**src/tabc_regs.vh**
```
`ifndef TABC_REGS_VH
`define TABC_REGS_VH

// register byte offsets
`define TABC_OFF_AXI_CTRL 12'h110
`define TABC_OFF_BUF_LO 12'h114
`define TABC_OFF_BUF_HI 12'h118
`define TABC_OFF_FLUSH_STS 12'h11c

// axi_master_control field positions
`define TABC_BEATS_MSB 11
`define TABC_BEATS_LSB 8
`define TABC_LAYOUT_BIT 7
`define TABC_WALLOC_BIT 5
`define TABC_RALLOC_BIT 4
`define TABC_CACHEABLE_BIT 3
`define TABC_BUFFERABLE_BIT 2
`define TABC_NONSECURE_BIT 1
`define TABC_PRIVILEGED_BIT 0

// formatter_flush_status field positions
`define TABC_HALTED_BIT 1
`define TABC_FLUSH_BIT 0

// reset values and masks
`define TABC_AXI_CTRL_RST 32'h0000_0000
`define TABC_BUF_LO_RST 32'h0000_0000
`define TABC_BUF_HI_RST 8'h00
`define TABC_BEATS_RST 5'h01
`define TABC_AXI_CTRL_MASK 32'h0000_0fbf
`define TABC_WBUF_DEPTH 16

`endif

```
**src/tabc_burst_limit.v**
```verilog
`timescale 1ns/1ps
// -------------------------------------------------------------
// write burst length limiter
// -------------------------------------------------------------
module tabc_burst_limit #(
   parameter WBUF_DEPTH = 16
) (
   input wire [3:0] beats_field,
   input wire formatter_halted,
   input wire [4:0] words_pending,
   output reg [4:0] burst_beats
);
   reg [4:0] programmed;
   always @* begin
      programmed = {1'b0, beats_field} + 5'h01;
      burst_beats = programmed;
      if (programmed > WBUF_DEPTH[4:0]) begin
         burst_beats = WBUF_DEPTH[4:0];
      end
      // only a stopped formatter may leave a short tail burst
      if (formatter_halted && (words_pending < burst_beats) && (words_pending != 5'h00)) begin
         burst_beats = words_pending;
      end
   end
endmodule // tabc_burst_limit

```
**src/tabc_axi_buffer_ctrl.v**
```verilog
// Function
// protection bit 2 always low: data access
// software writes control only while disabled
// software typically sets attribute bits to ones
// burst beats equal field value plus one
// shorter burst allowed after formatter stop
// burst capped at write buffer depth
// software keeps burst bytes within buffer
// software keeps burst at half buffer
// bit 7 selects linked-list layout, ignored disabled; the buffer address split still follows bit 7 while disabled
// bit 5 drives cache bit 3
// bit 4 drives cache bit 2
// software keeps allocate bits low uncached
// bit 3 drives cache bit 1
// bit 2 drives cache bit 0
// bit 1 drives protection bit 1
// bit 0 drives protection bit 0
// low register gives address bits 31:0
// high register gives address bits 39:32
// address is base or first table entry
// software changes address only while disabled
// status bit 1 mirrors formatter drained
// status bit 0 mirrors flush valid
// flush started by control or downstream
// 32-bit registers, reserved zero, status read-only
`timescale 1ns/1ps
`include "tabc_regs.vh"
module tabc_axi_buffer_ctrl #(
   parameter WBUF_DEPTH = `TABC_WBUF_DEPTH,
   parameter FORWARDING_CFG = 0
) (
   input wire clock,
   input wire reset,
   input wire psel,
   input wire penable,
   input wire pwrite,
   input wire [11:0] paddr,
   input wire [31:0] pwdata,
   output reg [31:0] prdata,
   output reg pready,
   output reg pslverr,
   input wire controller_disabled,
   input wire formatter_drained_flag,
   input wire input_flush_valid_out,
   input wire formatter_halted_flag,
   input wire [4:0] words_pending,
   input wire manual_flush_req,
   input wire downstream_flush_req,
   output reg [3:0] read_cache_attr_out,
   output reg [3:0] write_cache_attr_out,
   output reg [2:0] read_protection_out,
   output reg [2:0] write_protection_out,
   output reg [4:0] write_burst_beats,
   output reg linked_list_layout,
   output reg [39:0] trace_base_addr,
   output reg [39:0] page_table_addr,
   output reg flush_start
);
   // -------------------------------------------------------------
   // register storage
   // -------------------------------------------------------------
   reg [31:0] axi_ctrl_ff;
   reg [31:0] buf_lo_ff;
   reg [7:0] buf_hi_ff;
   reg [31:0] nxt_axi_ctrl;
   reg [31:0] nxt_buf_lo;
   reg [7:0] nxt_buf_hi;
   reg [31:0] nxt_prdata;
   reg nxt_pslverr;
   reg [3:0] nxt_cache_attr;
   reg [2:0] nxt_prot_attr;
   reg nxt_layout;
   reg [39:0] nxt_trace_base;
   reg [39:0] nxt_page_table;
   reg nxt_flush_start;
   wire setup_phase;
   wire rd_setup;
   wire wr_access;
   wire ctrl_wr;
   wire lo_wr;
   wire hi_wr;
   wire fwd_enabled;
   wire [4:0] nxt_beats;
   wire [39:0] buf_addr;

   // -------------------------------------------------------------
   // access decode
   // -------------------------------------------------------------
   assign setup_phase = psel & ~penable;
   assign rd_setup = setup_phase & ~pwrite;
   // writes land in the access phase; the enable is never checked against
   // controller state, so an early write simply takes effect at once
   assign wr_access = psel & penable & pwrite & pready;
   assign ctrl_wr = wr_access & (paddr == `TABC_OFF_AXI_CTRL);
   assign lo_wr = wr_access & (paddr == `TABC_OFF_BUF_LO);
   assign hi_wr = wr_access & (paddr == `TABC_OFF_BUF_HI);
   assign fwd_enabled = (FORWARDING_CFG != 0);
   assign buf_addr = {buf_hi_ff, buf_lo_ff};

   // -------------------------------------------------------------
   // register next values
   // -------------------------------------------------------------
   // reserved bits are masked on the way in, so reads need no mask
   always @* begin
      nxt_axi_ctrl = axi_ctrl_ff;
      nxt_buf_lo = buf_lo_ff;
      nxt_buf_hi = buf_hi_ff;
      if (ctrl_wr) begin
         nxt_axi_ctrl = pwdata & `TABC_AXI_CTRL_MASK;
      end
      if (lo_wr) begin
         nxt_buf_lo = pwdata;
      end
      if (hi_wr) begin
         nxt_buf_hi = pwdata[7:0];
      end
   end

   always @(posedge clock or posedge reset) begin
      if (reset) begin
         axi_ctrl_ff <= `TABC_AXI_CTRL_RST;
      end else begin
         axi_ctrl_ff <= nxt_axi_ctrl;
      end
   end

   always @(posedge clock or posedge reset) begin
      if (reset) begin
         buf_lo_ff <= `TABC_BUF_LO_RST;
      end else begin
         buf_lo_ff <= nxt_buf_lo;
      end
   end

   always @(posedge clock or posedge reset) begin
      if (reset) begin
         buf_hi_ff <= `TABC_BUF_HI_RST;
      end else begin
         buf_hi_ff <= nxt_buf_hi;
      end
   end

   // -------------------------------------------------------------
   // read mux, sampled in the setup phase
   // -------------------------------------------------------------
   always @* begin
      nxt_prdata = 32'h0000_0000;
      nxt_pslverr = 1'b0;
      case (paddr)
         `TABC_OFF_AXI_CTRL: nxt_prdata = axi_ctrl_ff;
         `TABC_OFF_BUF_LO: nxt_prdata = buf_lo_ff;
         `TABC_OFF_BUF_HI: nxt_prdata = {24'h000000, buf_hi_ff};
         `TABC_OFF_FLUSH_STS: begin
            nxt_prdata[`TABC_HALTED_BIT] = formatter_drained_flag;
            nxt_prdata[`TABC_FLUSH_BIT] = input_flush_valid_out;
            nxt_pslverr = pwrite;
         end
         default: nxt_pslverr = 1'b1;
      endcase
   end

   // -------------------------------------------------------------
   // bus response
   // -------------------------------------------------------------
   // one wait-free access: pready rises for the access phase only
   always @(posedge clock or posedge reset) begin
      if (reset) begin
         pready <= 1'b0;
      end else begin
         pready <= setup_phase;
      end
   end

   // the error flag stands only beside pready, never on its own
   always @(posedge clock or posedge reset) begin
      if (reset) begin
         pslverr <= 1'b0;
      end else begin
         pslverr <= setup_phase & nxt_pslverr;
      end
   end

   // read data is caught in the setup phase and then held, so it stays
   // steady through the access phase whatever the address does next
   always @(posedge clock or posedge reset) begin
      if (reset) begin
         prdata <= 32'h0000_0000;
      end else if (rd_setup) begin
         prdata <= nxt_prdata;
      end
   end

   // -------------------------------------------------------------
   // axi attribute and address outputs
   // -------------------------------------------------------------
   tabc_burst_limit #(
      .WBUF_DEPTH(WBUF_DEPTH)
   ) u_limit (
      .beats_field(axi_ctrl_ff[`TABC_BEATS_MSB:`TABC_BEATS_LSB]),
      .formatter_halted(formatter_halted_flag),
      .words_pending(words_pending),
      .burst_beats(nxt_beats)
   );

   // -------------------------------------------------------------
   // attribute next values
   // -------------------------------------------------------------
   // both channels carry the same attributes, so one next value feeds both
   always @* begin
      nxt_cache_attr = {axi_ctrl_ff[`TABC_WALLOC_BIT],
         axi_ctrl_ff[`TABC_RALLOC_BIT],
         axi_ctrl_ff[`TABC_CACHEABLE_BIT],
         axi_ctrl_ff[`TABC_BUFFERABLE_BIT]};
      nxt_prot_attr = {1'b0,
         axi_ctrl_ff[`TABC_NONSECURE_BIT],
         axi_ctrl_ff[`TABC_PRIVILEGED_BIT]};
      // layout means nothing while disabled, so it is held low then
      nxt_layout = axi_ctrl_ff[`TABC_LAYOUT_BIT] & ~controller_disabled;
      // only one of the two address outputs carries the buffer address
      nxt_trace_base = 40'h00_0000_0000;
      nxt_page_table = 40'h00_0000_0000;
      if (axi_ctrl_ff[`TABC_LAYOUT_BIT]) begin
         nxt_page_table = buf_addr;
      end else begin
         nxt_trace_base = buf_addr;
      end
      nxt_flush_start = manual_flush_req | (fwd_enabled & downstream_flush_req);
   end

   // -------------------------------------------------------------
   // axi attribute registers
   // -------------------------------------------------------------
   always @(posedge clock or posedge reset) begin
      if (reset) begin
         read_cache_attr_out <= 4'h0;
      end else begin
         read_cache_attr_out <= nxt_cache_attr;
      end
   end

   always @(posedge clock or posedge reset) begin
      if (reset) begin
         write_cache_attr_out <= 4'h0;
      end else begin
         write_cache_attr_out <= nxt_cache_attr;
      end
   end

   always @(posedge clock or posedge reset) begin
      if (reset) begin
         read_protection_out <= 3'h0;
      end else begin
         read_protection_out <= nxt_prot_attr;
      end
   end

   always @(posedge clock or posedge reset) begin
      if (reset) begin
         write_protection_out <= 3'h0;
      end else begin
         write_protection_out <= nxt_prot_attr;
      end
   end

   // registered so the burst engine always sees a settled count
   always @(posedge clock or posedge reset) begin
      if (reset) begin
         write_burst_beats <= `TABC_BEATS_RST;
      end else begin
         write_burst_beats <= nxt_beats;
      end
   end

   always @(posedge clock or posedge reset) begin
      if (reset) begin
         linked_list_layout <= 1'b0;
      end else begin
         linked_list_layout <= nxt_layout;
      end
   end

   // -------------------------------------------------------------
   // buffer address and flush registers
   // -------------------------------------------------------------
   always @(posedge clock or posedge reset) begin
      if (reset) begin
         trace_base_addr <= 40'h00_0000_0000;
      end else begin
         trace_base_addr <= nxt_trace_base;
      end
   end

   always @(posedge clock or posedge reset) begin
      if (reset) begin
         page_table_addr <= 40'h00_0000_0000;
      end else begin
         page_table_addr <= nxt_page_table;
      end
   end

   always @(posedge clock or posedge reset) begin
      if (reset) begin
         flush_start <= 1'b0;
      end else begin
         flush_start <= nxt_flush_start;
      end
   end
endmodule // tabc_axi_buffer_ctrl

```
**config.mk**
```make
export PLATFORM = sky130hd
export DESIGN_NAME = tabc_axi_buffer_ctrl
export DESIGN_NICKNAME = d
export VERILOG_FILES = /design/src/tabc_burst_limit.v /design/src/tabc_axi_buffer_ctrl.v
export VERILOG_INCLUDE_DIRS = /design/src
export SDC_FILE = /design/constraint.sdc
export NUM_CORES = 1
export LEC_CHECK = 0
export BUFFER_PORTS_ARGS = -buffer_cell sky130_fd_sc_hd__buf_2
export CORE_AREA = 2 2 126 128
export DETAILED_ROUTE_END_ITERATION = 16
export DIE_AREA = 0 0 128 130
export GPL_ROUTABILITY_DRIVEN = 0
export HOLD_SLACK_MARGIN = 0.08
export PLACE_DENSITY_LB_ADDON = 0.25
export SLEW_MARGIN = 20
export SYNTH_ARGS = -nofsm -noshare
export SYNTH_HDL_FRONTEND = slang
export SYNTH_HIERARCHICAL = 1
export SYNTH_SLANG_ARGS = --single-unit
```
**constraint.sdc**
```tcl
create_clock -name clock -period 13.2 [get_ports clock]
set_input_delay 1.32 -clock clock [delete_from_list [all_inputs] [get_ports clock]]
set_output_delay 1.32 -clock clock [all_outputs]
set_load 0.03 [all_outputs]
```
==> insert_results.sql, run 1 <==
INSERT INTO impl_metrics (metric_group, metric, value, unit) VALUES
('outcome', 'run_status', 'finished clean', ''),
('setup_path', 'timing.rr.start', 'axi_ctrl_ff[8]$_DFFE_PP0P_', ''),
('clock_network', 'tritoncts.num_buffers', '17', ''),
('sta', 'period_share', '27.3', '%'),
('sta', 'rsz0062_at_grt', 'false', ''),
('sta', 'pins_over_their_slew_limit', '0', ''),
('setup_path', 'regToRegSetupSlack', '10.53', 'ns'),
('setup_path', 'crit_fanout', '20', ''),
('floorplan', 'floorplan.die.height', '130', 'um'),
('global_routing', 'global_route_total_usage_across_every_layer', '18.7', '%'),
('setup_path', 'arrival', '3.90', 'ns'),
('placement', 'dp.final_hpwl', '10300', 'um'),
('clock_network', 'number_of_hold_repair_buffers_added_at_the_cts_stage', '0', ''),
('setup_path', 'reg2reg_depth', '9', ''),
('detailed_routing', 'highest-signal-layer', 'met4', ''),
('clock_network', 'h-tree-depth', '4', ''),
('logic_synthesis', 'synth_area_leaders', 'dfrtp_1, mux2_1, nor2b_1', ''),
('job', 'maxCapViolations', '0', ''),
('clock_network', 'ctsLongestPathBuffers', '2', ''),
('hold_path', 'kind_of_path_behind_the_tightest_hold_check', 'flop to flop', ''),
('logic_synthesis', 'post_synth.cell_area_avg', '13.5', 'um2'),
('logic_synthesis', 'synth_edf_count', '0', ''),
('finish', 'final_nets', '751', ''),
('global_routing', 'number_of_global_route_vias_before_repair', '4520', ''),
('logic_synthesis', 'synth_async_sr_flop_share', '100', '%'),
('logic_synthesis', 'post_synth_mux_area_share', '11.1', '%'),
('logic_synthesis', 'synth_sequential_area_ratio', '65.8', '%'),
('floorplan', 'die_width', '128', 'um'),
('hold_path', 'endpoint_of_the_worst_hold_timing_path', 'write_protection_out[0]$_DFF_PP0_', ''),
('hold_path', 'worst_hold_path_cell_count', '0', ''),
('floorplan', 'num_io_pins', '195', ''),
('detailed_routing', 'wirelength', '15000', 'um'),
('sta', 'timing.final.hold_violations', '0', ''),
('pwr', 'leakagePower', '0.00468', 'uW'),
('global_routing', 'antenna_found_initial', '0', ''),
('clock_network', 'cts_root_buffer_type', 'clkbuf_16', ''),
('clock_network', 'insertion_delay', '0.42', 'ns'),
('logic_synthesis', 'parity_gate_share_of_the_synthesized_area_counting_xor_and_xnor_cells', '0.129', '%'),
('logic_synthesis', 'synthDominantAreaCellType', 'dfrtp_1', ''),
('detailed_routing', 'wl_per_cell', '16.8', 'um'),
('sta', 'finalSetupViolations', '0', ''),
('floorplan', 'floorplan.rows', '46', ''),
('logic_synthesis', 'synth_top_family_by_area', 'simple AND/OR/NAND/NOR gates', ''),
('logic_synthesis', 'syn_area', '6770', 'um2'),
('sta', 'post-route-min-period', '3.60', 'ns'),
('detailed_routing', 'final_antenna_net_count', '0', ''),
('logic_synthesis', 'yosys_warning_count', '6', ''),
('sta', 'skew', '0.00828', 'ns'),
('finish', 'area_growth_syn_to_layout', '24.6', '%'),
('floorplan', 'area_of_the_die', '16600', 'um2'),
('setup_path', 'kind_of_start_point_of_the_critical_path', 'primary input', ''),
('hold_path', 'min_from', 'axi_ctrl_ff[0]$_DFFE_PP0P_', ''),
('detailed_routing', 'avgViaCountPerCell', '5.00', ''),
('pwr', 'power_density', '126', 'nW/um2'),
('logic_synthesis', 'synth-seq-cells', '178', ''),
('sta', 'slew_headroom', '33.3', '%'),
('logic_synthesis', 'post_synthesis_share_of_cell_area_spent_on_and_or_nand_and_nor_gates', '14.2', '%'),
('placement', 'place.port_buffers', '191', ''),
('placement', 'numPlacedInstances', '859', ''),
('logic_synthesis', 'gate_count_of_the_mapped_netlist', '502', ''),
('detailed_routing', 'dr_wl_met2', '7370', 'um'),
('clock_network', 'clock_tree_from_tritoncts', 'yes', ''),
('clock_network', 'post_cts_resize_count', '0', ''),
('setup_path', 'crit_required', '13.50', 'ns'),
('finish', 'finalCoreUtilization', '54.7', '%'),
('finish', 'final-instance-count-excl-fill', '892', ''),
('detailed_routing', 'number_of_vias_in_the_routed_layout', '4456', ''),
('floorplan', 'starting_density_of_the_core', '43.9', '%'),
('floorplan', 'floorplan.core_area', '15400', 'um2'),
('sta', 'finalSetupTns', '0', 'ns'),
('setup_path', 'ws_path_type', 'primary input to flop', '');
state kept, by name, summed over array words and instances (netlist names):
| name | cells |
|---|---|
| prdata | 32 |
| pready | 1 |
| page_table_addr | 40 |
| linked_list_layout | 1 |
| write_cache_attr_out | 4 |
| flush_start | 1 |
| buf_lo_ff | 32 |
| axi_ctrl_ff | 11 |
| buf_hi_ff | 8 |
| write_protection_out | 2 |
| write_burst_beats | 5 |
| trace_base_addr | 40 |
| pslverr | 1 |
layer usage:
metal | up-vias | track usage [%]
met2 | 129 | 31.0
li1 | 2063 | -
met4 | 0 | 7.63
met5 | - | 0
met1 | 2240 | 22.5
met3 | 24 | 6.72
cell usage after synthesis (4+ instances only):
master / count
dfrtp_1: 177
nand2_1: 49
nor2b_1: 44
and2_1: 40
mux2_1: 30
o21ai_0: 23
mux2_2: 21
clkbuf_1: 18
buf_4: 12
mux2i_1: 12
inv_1: 7
a22o_1: 5
ha_1: 5
o31ai_1: 5
o2bb2ai_1: 4
where the power goes:
group	internal, uW	leakage, uW	switching (uW)	total [uW]
combinational	12.4	0.00192	26.6	39.0
sequential	547	0.00248	0.332	547
clock	269	0.000286	210	479
per-stage QoR:
step	total power (uW)	worst slack, ns	instance area [um2]	hold slack, ns
global route	1110	9.40	8430	0.416
global placement	596	9.06	7860	0.378
floorplan	579	7.05	6770	0.366
CTS	1080	9.53	8430	0.406
finish	1060	9.60	8430	0.402
detailed placement	597	9.08	7860	0.391
worst max path at each step:
stage,startpoint,endpoint,slack (ns),cells past startpoint
floorplan,reset,axi_ctrl_ff[0]$_DFFE_PP0P_,7.05,1
global placement,paddr[2],buf_lo_ff[18]$_DFFE_PP0P_,9.06,5
detailed placement,paddr[2],buf_lo_ff[19]$_DFFE_PP0P_,9.08,5
CTS,paddr[2],buf_lo_ff[19]$_DFFE_PP0P_,9.53,5
global route,paddr[2],buf_lo_ff[23]$_DFFE_PP0P_,9.40,5
finish,paddr[2],buf_lo_ff[29]$_DFFE_PP0P_,9.60,5
layout make-up:
class | instances | area (um2)
antenna | 1 | 2.50
clock buffer | 23 | 498
clock inverter | 9 | 70.1
fill | 1349 | 6990
inverter | 7 | 31.3
multi-input combinational | 286 | 2140
sequential | 178 | 4460
tap | 192 | 240
timing repair buffer | 196 | 997
placed cells by master, fill, tap and decap left out, types with 4 or more instances in the layout:
cell type  instances
nor2b_1           44
o31ai_1            5
and2_1            40
clkbuf_8           5
clkbuf_16         17
o21ai_0           23
ha_1               5
inv_6              4
buf_2            191
mux2i_1           12
dfrtp_1          176
a22o_1             5
mux2_1            30
mux2_2            21
buf_4              4
nand2_1           49
inv_1              6
o2bb2ai_1          4
worst max-delay path, stage by stage:
cell and delay [ns]:
buf_2 0.43, or4b_1 0.53, nor4_4 0.76, buf_4 0.46, mux2_1 0.37
cell families (layout without fill, tap and decap cells):
family          count (synthesis)  count (layout)
other cells                     1               3
simple gates                  162             162
compound gates                 50              50
buf+inv                        39             235
xor+xnor                        1               1
mux                            66              66
flops                         178             178
fa+ha+maj                       5               5
Power figures use the tool's default switching activity.
==> run 2: changes to the inputs <==
==> constraint.sdc (replaced) <==
create_clock -name clock -period 3.7 [get_ports clock]
set_input_delay 0.37 -clock clock [delete_from_list [all_inputs] [get_ports clock]]
set_output_delay 0.37 -clock clock [all_outputs]
set_load 0.03 [all_outputs]
==> run 2 against run 1 <==
Effect of this change: cell count grew 0.45%; clock power grew to 4.0 times the previous value; routed wire length rose by 0.17%; first-iteration DRC count is 30% higher; die area stayed put; sequential power increased to 3.6 times the previous value; global-route usage barely moved; power grew to 3.8 times the previous value; sequential cell count unchanged.
==> insert_results.sql, run 2 (same netlist as run 1, synthesis figures left out) <==
INSERT INTO impl_metrics (metric_group, metric, value, unit) VALUES
('clock_network', 'clkSinkCount', '178', ''),
('finish', 'antenna-diode-count', '0', ''),
('global_routing', 'grt_pass1_wl', '23900', 'um'),
('finish', 'multi_input_comb_area', '2140', 'um2'),
('detailed_routing', 'avgViaCountPerCell', '4.91', ''),
('detailed_routing', 'first_iter_violations', '211', ''),
('sta', 'post-route-min-period', '2.65', 'ns'),
('setup_path', 'kind_of_start_point_of_the_critical_path', 'flop', ''),
('sta', 'timing.final.hold_violations', '0', ''),
('clock_network', 'insertion_delay', '0.42', 'ns'),
('finish', 'commonest_non_fill_non_tap_cell_in_the_layout', 'buf_2', ''),
('finish', 'n_fill_cell', '1345', ''),
('finish', 'biggestRegsByFlops', 'page_table_addr (40), trace_base_addr (40)', ''),
('finish', 'final-instance-count-excl-fill', '896', ''),
('setup_path', 'crit_required', '4.00', 'ns'),
('detailed_routing', 'drc_violations_left', '0', ''),
('floorplan', 'starting_density_of_the_core', '43.9', '%'),
('setup_path', 'arrival', '2.95', 'ns'),
('floorplan', 'num_io_pins', '195', ''),
('global_routing', 'global_route_total_usage_across_every_layer', '18.7', '%'),
('setup_path', 'worstSetupEndpointType', 'flop', ''),
('floorplan', 'floorplan.die.height', '130', 'um'),
('floorplan', 'area_of_the_die', '16600', 'um2'),
('finish', 'area_growth_syn_to_layout', '26.6', '%'),
('sta', 'skew', '0.00630', 'ns'),
('sta', 'post-route-worst-setup-slack', '1.05', 'ns'),
('finish', 'most-common-layout-cells', 'buf_2, dfrtp_1, nand2_1', ''),
('finish', 'seq_area', '4460', 'um2'),
('clock_network', 'ctsLongestPathBuffers', '2', ''),
('floorplan', 'floorplan.rows', '46', ''),
('sta', 'hold_slack', '0.165', 'ns'),
('sta', 'finalSetupViolations', '0', ''),
('clock_network', 'tritoncts.num_buffers', '17', ''),
('placement', 'numPlacedInstances', '862', ''),
('floorplan', 'die_width', '128', 'um'),
('global_routing', 'grt_start_max_net_pins', '90', ''),
('clock_network', 'post_cts_resize_count', '0', ''),
('floorplan', 'floorplan.core_area', '15400', 'um2'),
('clock_network', 'clock_tree_from_tritoncts', 'yes', ''),
('pwr', 'power_density', '470', 'nW/um2'),
('finish', 'final_nets', '757', ''),
('detailed_routing', 'length_of_the_first_detailed_routing_pass_in_iterations', '4', ''),
('detailed_routing', 'wl_per_cell', '16.8', 'um'),
('finish', 'drive_above_1_share', '37.4', '%'),
('sta', 'period_share', '71.5', '%'),
('sta', 'max_freq', '378', 'MHz'),
('outcome', 'run_status', 'finished clean', ''),
('placement', 'dp.final_hpwl', '10500', 'um'),
('sta', 'pins_over_their_slew_limit', '0', ''),
('pwr', 'power.ir.vdd_worst', '0.000273', 'V'),
('job', 'maxCapViolations', '0', ''),
('setup_path', 'ws_path_type', 'flop to flop', ''),
('clock_network', 'cts_root_buffer_type', 'clkbuf_16', ''),
('detailed_routing', 'final_antenna_net_count', '0', ''),
('setup_path', 'crit_fanout', '6', ''),
('detailed_routing', 'wirelength', '15000', 'um'),
('clock_network', 'clk_pin_slew', '0.06', 'ns'),
('global_routing', 'number_of_global_route_vias_before_repair', '4622', ''),
('global_routing', 'gr-total-overflow', '0', ''),
('clock_network', 'h-tree-depth', '4', ''),
('detailed_routing', 'number_of_vias_in_the_routed_layout', '4402', ''),
('placement', 'place_ws', '1.06', 'ns'),
('hold_path', 'kind_of_path_behind_the_tightest_hold_check', 'primary input to flop', ''),
('pwr', 'leakagePower', '0.00473', 'uW'),
('sta', 'rsz0062_at_grt', 'false', ''),
('finish', 'finalCoreUtilization', '55.5', '%'),
('global_routing', 'antenna_found_initial', '0', ''),
('sta', 'slew_headroom', '28.3', '%'),
('sta', 'worstMarginPinSlew', '1.06', 'ns'),
('placement', 'place.port_buffers', '191', ''),
('sta', 'finalSetupTns', '0', 'ns');
run 2: changes by cell type in the layout (fill, tap and decap cells not counted), sizes merged:
cell / before / now
diode: 1 / 0
inv: 11 / 7
bufinv: 0 / 5
dlygate4sd3: 0 / 3
buf: 196 / 199
clkbuf: 23 / 22
clkinv: 5 / 1
clkinvlp: 0 / 3
run 2: power breakdown:
part	internal (uW)	total (uW)	switching (uW)
Combinational	49.3	145	96.0
Clock	1220	1930	716
Sequential	1950	1950	1.19
run 2: layout make-up:
class / count / area share [%]
Clock buffer: 22 / 5.30
Timing Repair Buffer: 202 / 12.5
Inverter: 7 / 0.351
Sequential cell: 178 / 52.0
Multi-Input combinational cell: 286 / 24.9
Clock inverter: 9 / 2.09
Tap cell: 192 / 2.80
run 2: metal layers:
| metal | GRT usage [%] | part of all wire (%) | up-vias |
|---|---|---|---|
| met5 | 0 | 0 | - |
| met2 | 31.0 | 48 | 137 |
| li1 | - | - | 2061 |
| met1 | 23.4 | 43 | 2186 |
| met4 | 5.75 | 1.2 | 0 |
| met3 | 6.48 | 7.0 | 18 |
run 2: worst max-delay path, cell delays in order, from the launching register on:
cell	delay [ns]
dfrtp_1	0.44
ha_1	0.27
a21o_1	0.16
nand2_1	0.06
a21oi_1	0.08
ha_1	0.32
and2_4	0.16
a221o_1	0.37
nor3_4	0.33
mux2_4	0.33
run 2: path summary, 6_finish.rpt:
kind | endpoint | startpoint | slack, ns | depth (start not counted)
max | write_burst_beats[1]$_DFF_PP0_ | axi_ctrl_ff[8]$_DFFE_PP0P_ | 1.05 | 9
min | buf_lo_ff[14]$_DFFE_PP0P_ | pwdata[14] | 0.16 | 2
min in group asynchronous | trace_base_addr[39]$_DFF_PP0_ | reset | 0.61 | 3
max in group asynchronous | prdata[27]$_DFFE_PP0P_ | reset | 2.22 | 4
min reg2reg | write_protection_out[1]$_DFF_PP0_ | axi_ctrl_ff[1]$_DFFE_PP0P_ | 0.41 | 0
max reg2reg | write_burst_beats[1]$_DFF_PP0_ | axi_ctrl_ff[8]$_DFFE_PP0P_ | 1.05 | 9
run 2: timing repair:
action / in CTS / in global routing
buffers inserted: 0 / 0
endpoints found under the hold margin: 31 / 0
hold buffers: 3 / 0
run 2: metrics by stage:
stage / total power, uW / instance area (um2)
after global routing: 4170 / 8570
final: 4030 / 8570
after floorplan: 2070 / 6780
after detailed placement: 2130 / 7900
after global placement: 2130 / 7900
after CTS: 4070 / 8570
==> run 3: changes to the inputs <==
==> constraint.sdc (replaced) <==
create_clock -name clock -period 2.5 [get_ports clock]
set_input_delay 0.25 -clock clock [delete_from_list [all_inputs] [get_ports clock]]
set_output_delay 0.25 -clock clock [all_outputs]
set_load 0.03 [all_outputs]
==> run 3 against run 2 <==
Effect of this change: combinational power up 83%; critical path depth is the same; critical path type unchanged; worst hold slack got worse by 0.061 ns; final area rose by 5.3%; utilization increased by 2.9 points.
==> insert_results.sql, run 3 (same netlist as run 1, synthesis figures left out) <==
INSERT INTO impl_metrics (metric_group, metric, value, unit) VALUES
('global_routing', 'grt_pass1_wl', '24800', 'um'),
('pwr', 'total_switching_power', '1220', 'uW'),
('placement', 'detailed_place.area', '7970', 'um2'),
('global_routing', 'number_of_global_route_vias_before_repair', '4813', ''),
('floorplan', 'starting_density_of_the_core', '43.9', '%'),
('setup_path', 'timing.rr.start', 'axi_ctrl_ff[9]$_DFFE_PP0P_', ''),
('detailed_routing', 'number_of_vias_in_the_routed_layout', '4629', ''),
('clock_network', 'cts_root_buffer_type', 'clkbuf_16', ''),
('setup_path', 'crit_required', '2.81', 'ns'),
('finish', 'final_nets', '802', ''),
('clock_network', 'insertion_delay', '0.42', 'ns'),
('pwr', 'power.internal', '4780', 'uW'),
('hold_path', 'min_from', 'words_pending[4]', ''),
('sta', 'timing.final.hold_violations', '0', ''),
('detailed_routing', 'length_of_the_first_detailed_routing_pass_in_iterations', '4', ''),
('clock_network', 'clkSinkCount', '178', ''),
('pwr', 'comb_power_share', '4.4', '%'),
('clock_network', 'h-tree-depth', '4', ''),
('outcome', 'run_status', 'finished clean', ''),
('setup_path', 'worstSetupEndpointType', 'flop', ''),
('detailed_routing', 'wirelength', '15600', 'um'),
('global_routing', 'gr-total-overflow', '0', ''),
('finish', 'antenna-diode-count', '0', ''),
('pwr', 'leakagePower', '0.00493', 'uW'),
('detailed_routing', 'avgViaCountPerCell', '4.92', ''),
('sta', 'max_freq', '418', 'MHz'),
('detailed_routing', 'drc_violations_left', '0', ''),
('sta', 'slew_headroom', '52.7', '%'),
('setup_path', 'reg2reg_depth', '9', ''),
('floorplan', 'floorplan.rows', '46', ''),
('setup_path', 'crit_fanout', '5', ''),
('sta', 'finalSetupTns', '0', 'ns'),
('finish', 'most-common-layout-cells', 'buf_2, dfrtp_1, nand2_1', ''),
('detailed_routing', 'wl_per_cell', '16.5', 'um'),
('pwr', 'power.ir.vdd_worst', '0.000420', 'V'),
('floorplan', 'area_of_the_die', '16600', 'um2'),
('finish', 'area_growth_syn_to_layout', '33.3', '%'),
('placement', 'place.port_buffers', '191', ''),
('finish', 'n_fill_cell', '1296', ''),
('sta', 'finalSetupViolations', '0', ''),
('floorplan', 'die_width', '128', 'um'),
('global_routing', 'antenna_found_initial', '1', ''),
('setup_path', 'r2r_end', 'write_burst_beats[1]$_DFF_PP0_', ''),
('detailed_routing', 'first_iter_violations', '192', ''),
('hold_path', 'worst_hold_path_cell_count', '3', ''),
('clock_network', 'ctsLongestPathBuffers', '2', ''),
('sta', 'post-route-min-period', '2.39', 'ns'),
('setup_path', 'ws_path_type', 'flop to flop', ''),
('job', 'maxCapViolations', '0', ''),
('sta', 'post-route-worst-setup-slack', '0.106', 'ns'),
('finish', 'biggestRegsByFlops', 'page_table_addr (40), trace_base_addr (40)', ''),
('placement', 'place_ws', '0.0140', 'ns'),
('setup_path', 'kind_of_start_point_of_the_critical_path', 'flop', ''),
('sta', 'period_share', '95.8', '%'),
('hold_path', 'kind_of_path_behind_the_tightest_hold_check', 'primary input to flop', ''),
('setup_path', 'regToRegSetupSlack', '0.11', 'ns'),
('finish', 'commonest_non_fill_non_tap_cell_in_the_layout', 'buf_2', ''),
('pwr', 'swShare', '20.3', '%'),
('finish', 'finalCoreUtilization', '58.5', '%'),
('clock_network', 'post-cts-setup-buffer-count', '0', ''),
('pwr', 'pwr-share-clk', '47.4', '%'),
('global_routing', 'global_route_total_usage_across_every_layer', '19.5', '%'),
('hold_path', 'endpoint_of_the_worst_hold_timing_path', 'write_burst_beats[4]$_DFF_PP0_', ''),
('global_routing', 'grt_start_max_net_pins', '113', ''),
('finish', 'drive_above_1_share', '37.0', '%'),
('pwr', 'p_seq_share', '48.2', '%'),
('detailed_routing', 'final_antenna_net_count', '0', ''),
('sta', 'worstMarginPinSlew', '0.704', 'ns'),
('floorplan', 'floorplan.die.height', '130', 'um'),
('clock_network', 'clk_pin_slew', '0.06', 'ns'),
('sta', 'pins_over_their_slew_limit', '0', ''),
('floorplan', 'floorplan.core_area', '15400', 'um2'),
('finish', 'final_area', '9020', 'um2'),
('clock_network', 'tritoncts.num_buffers', '17', ''),
('clock_network', 'clock_tree_from_tritoncts', 'yes', ''),
('floorplan', 'num_io_pins', '195', ''),
('pwr', 'power_density', '665', 'nW/um2'),
('sta', 'skew', '0.00751', 'ns'),
('setup_path', 'arrival', '2.71', 'ns'),
('placement', 'dp.final_hpwl', '10700', 'um');
## run 3: cell count changes in the layout (fill, tap and decap cells not counted), sizes merged
cell	change
dlygate4sd3	+36
buf	+9
clkbuf	+1
bufinv	-1
## run 3: worst max-delay path, cell delays in order, from the launching register on
cell and delay, ns:
dfrtp_2 0.44, ha_4 0.19, a21o_1 0.15, nand2_1 0.08, a21oi_2 0.07, ha_1 0.29
and2_4 0.15, a221o_1 0.37, nor3_4 0.22, mux2_4 0.31
## run 3: final cells by class
type	count	area (um2)	share of cell area [%]
Clock buffer	23	488	5.41
Clock inverter	8	149	1.65
Inverter	7	30.0	0.333
Multi-Input combinational cell	286	2150	23.9
Sequential cell	178	4460	49.4
Tap cell	192	240	2.66
Timing Repair Buffer	247	1500	16.7
## run 3: through the flow
stage | cells | power [uW] | hold slack (ns)
6_report | 941 | 5990 | 0.104
5_1_grt | 941 | 6210 | 0.0903
4_1_cts | 941 | 6060 | 0.0847
3_5_place_dp | 871 | 3160 | 0.152
3_3_place_gp | 871 | 3150 | 0.147
2_1_floorplan | 503 | 3060 | 0.281
## run 3: how the worst max path moves through the flow
stage / startpoint / to
final: axi_ctrl_ff[9]$_DFFE_PP0P_ / write_burst_beats[1]$_DFF_PP0_
after CTS: axi_ctrl_ff[9]$_DFFE_PP0P_ / write_burst_beats[3]$_DFF_PP0_
after global routing: axi_ctrl_ff[9]$_DFFE_PP0P_ / write_burst_beats[1]$_DFF_PP0_
after detailed placement: axi_ctrl_ff[9]$_DFFE_PP0P_ / write_burst_beats[3]$_DFF_PP0_
after global placement: axi_ctrl_ff[9]$_DFFE_PP0P_ / write_burst_beats[1]$_DFF_PP0_
after floorplan: reset / axi_ctrl_ff[0]$_DFFE_PP0P_
## run 3: what timing repair did
action / in CTS / in global routing
endpoints found under the hold margin: 115 / 0
endpoints found under the setup margin: 0 / 5
hold buffers: 39 / 0
resized for setup: 0 / 5
## run 3: layer usage
layer / share of wire [%] / vias to the layer above / wire length [um] / global-route usage (%)
li1: - / 2156 / - / -
met1: 42 / 2309 / 6550 / 24.0
met2: 48 / 139 / 7530 / 31.8
met3: 7.6 / 23 / 1180 / 7.26
met4: 1.8 / 2 / 280 / 7.11
met5: 0.090 / - / 14 / 0
## run 3: power by group through the flow
stage	Sequential (uW)	Combinational (uW)	Clock, uW
6_report	2890	266	2840
2_1_floorplan	2950	105	0
3_3_place_gp	2940	212	0
3_5_place_dp	2940	222	0
5_1_grt	2890	293	3030
4_1_cts	2890	270	2900
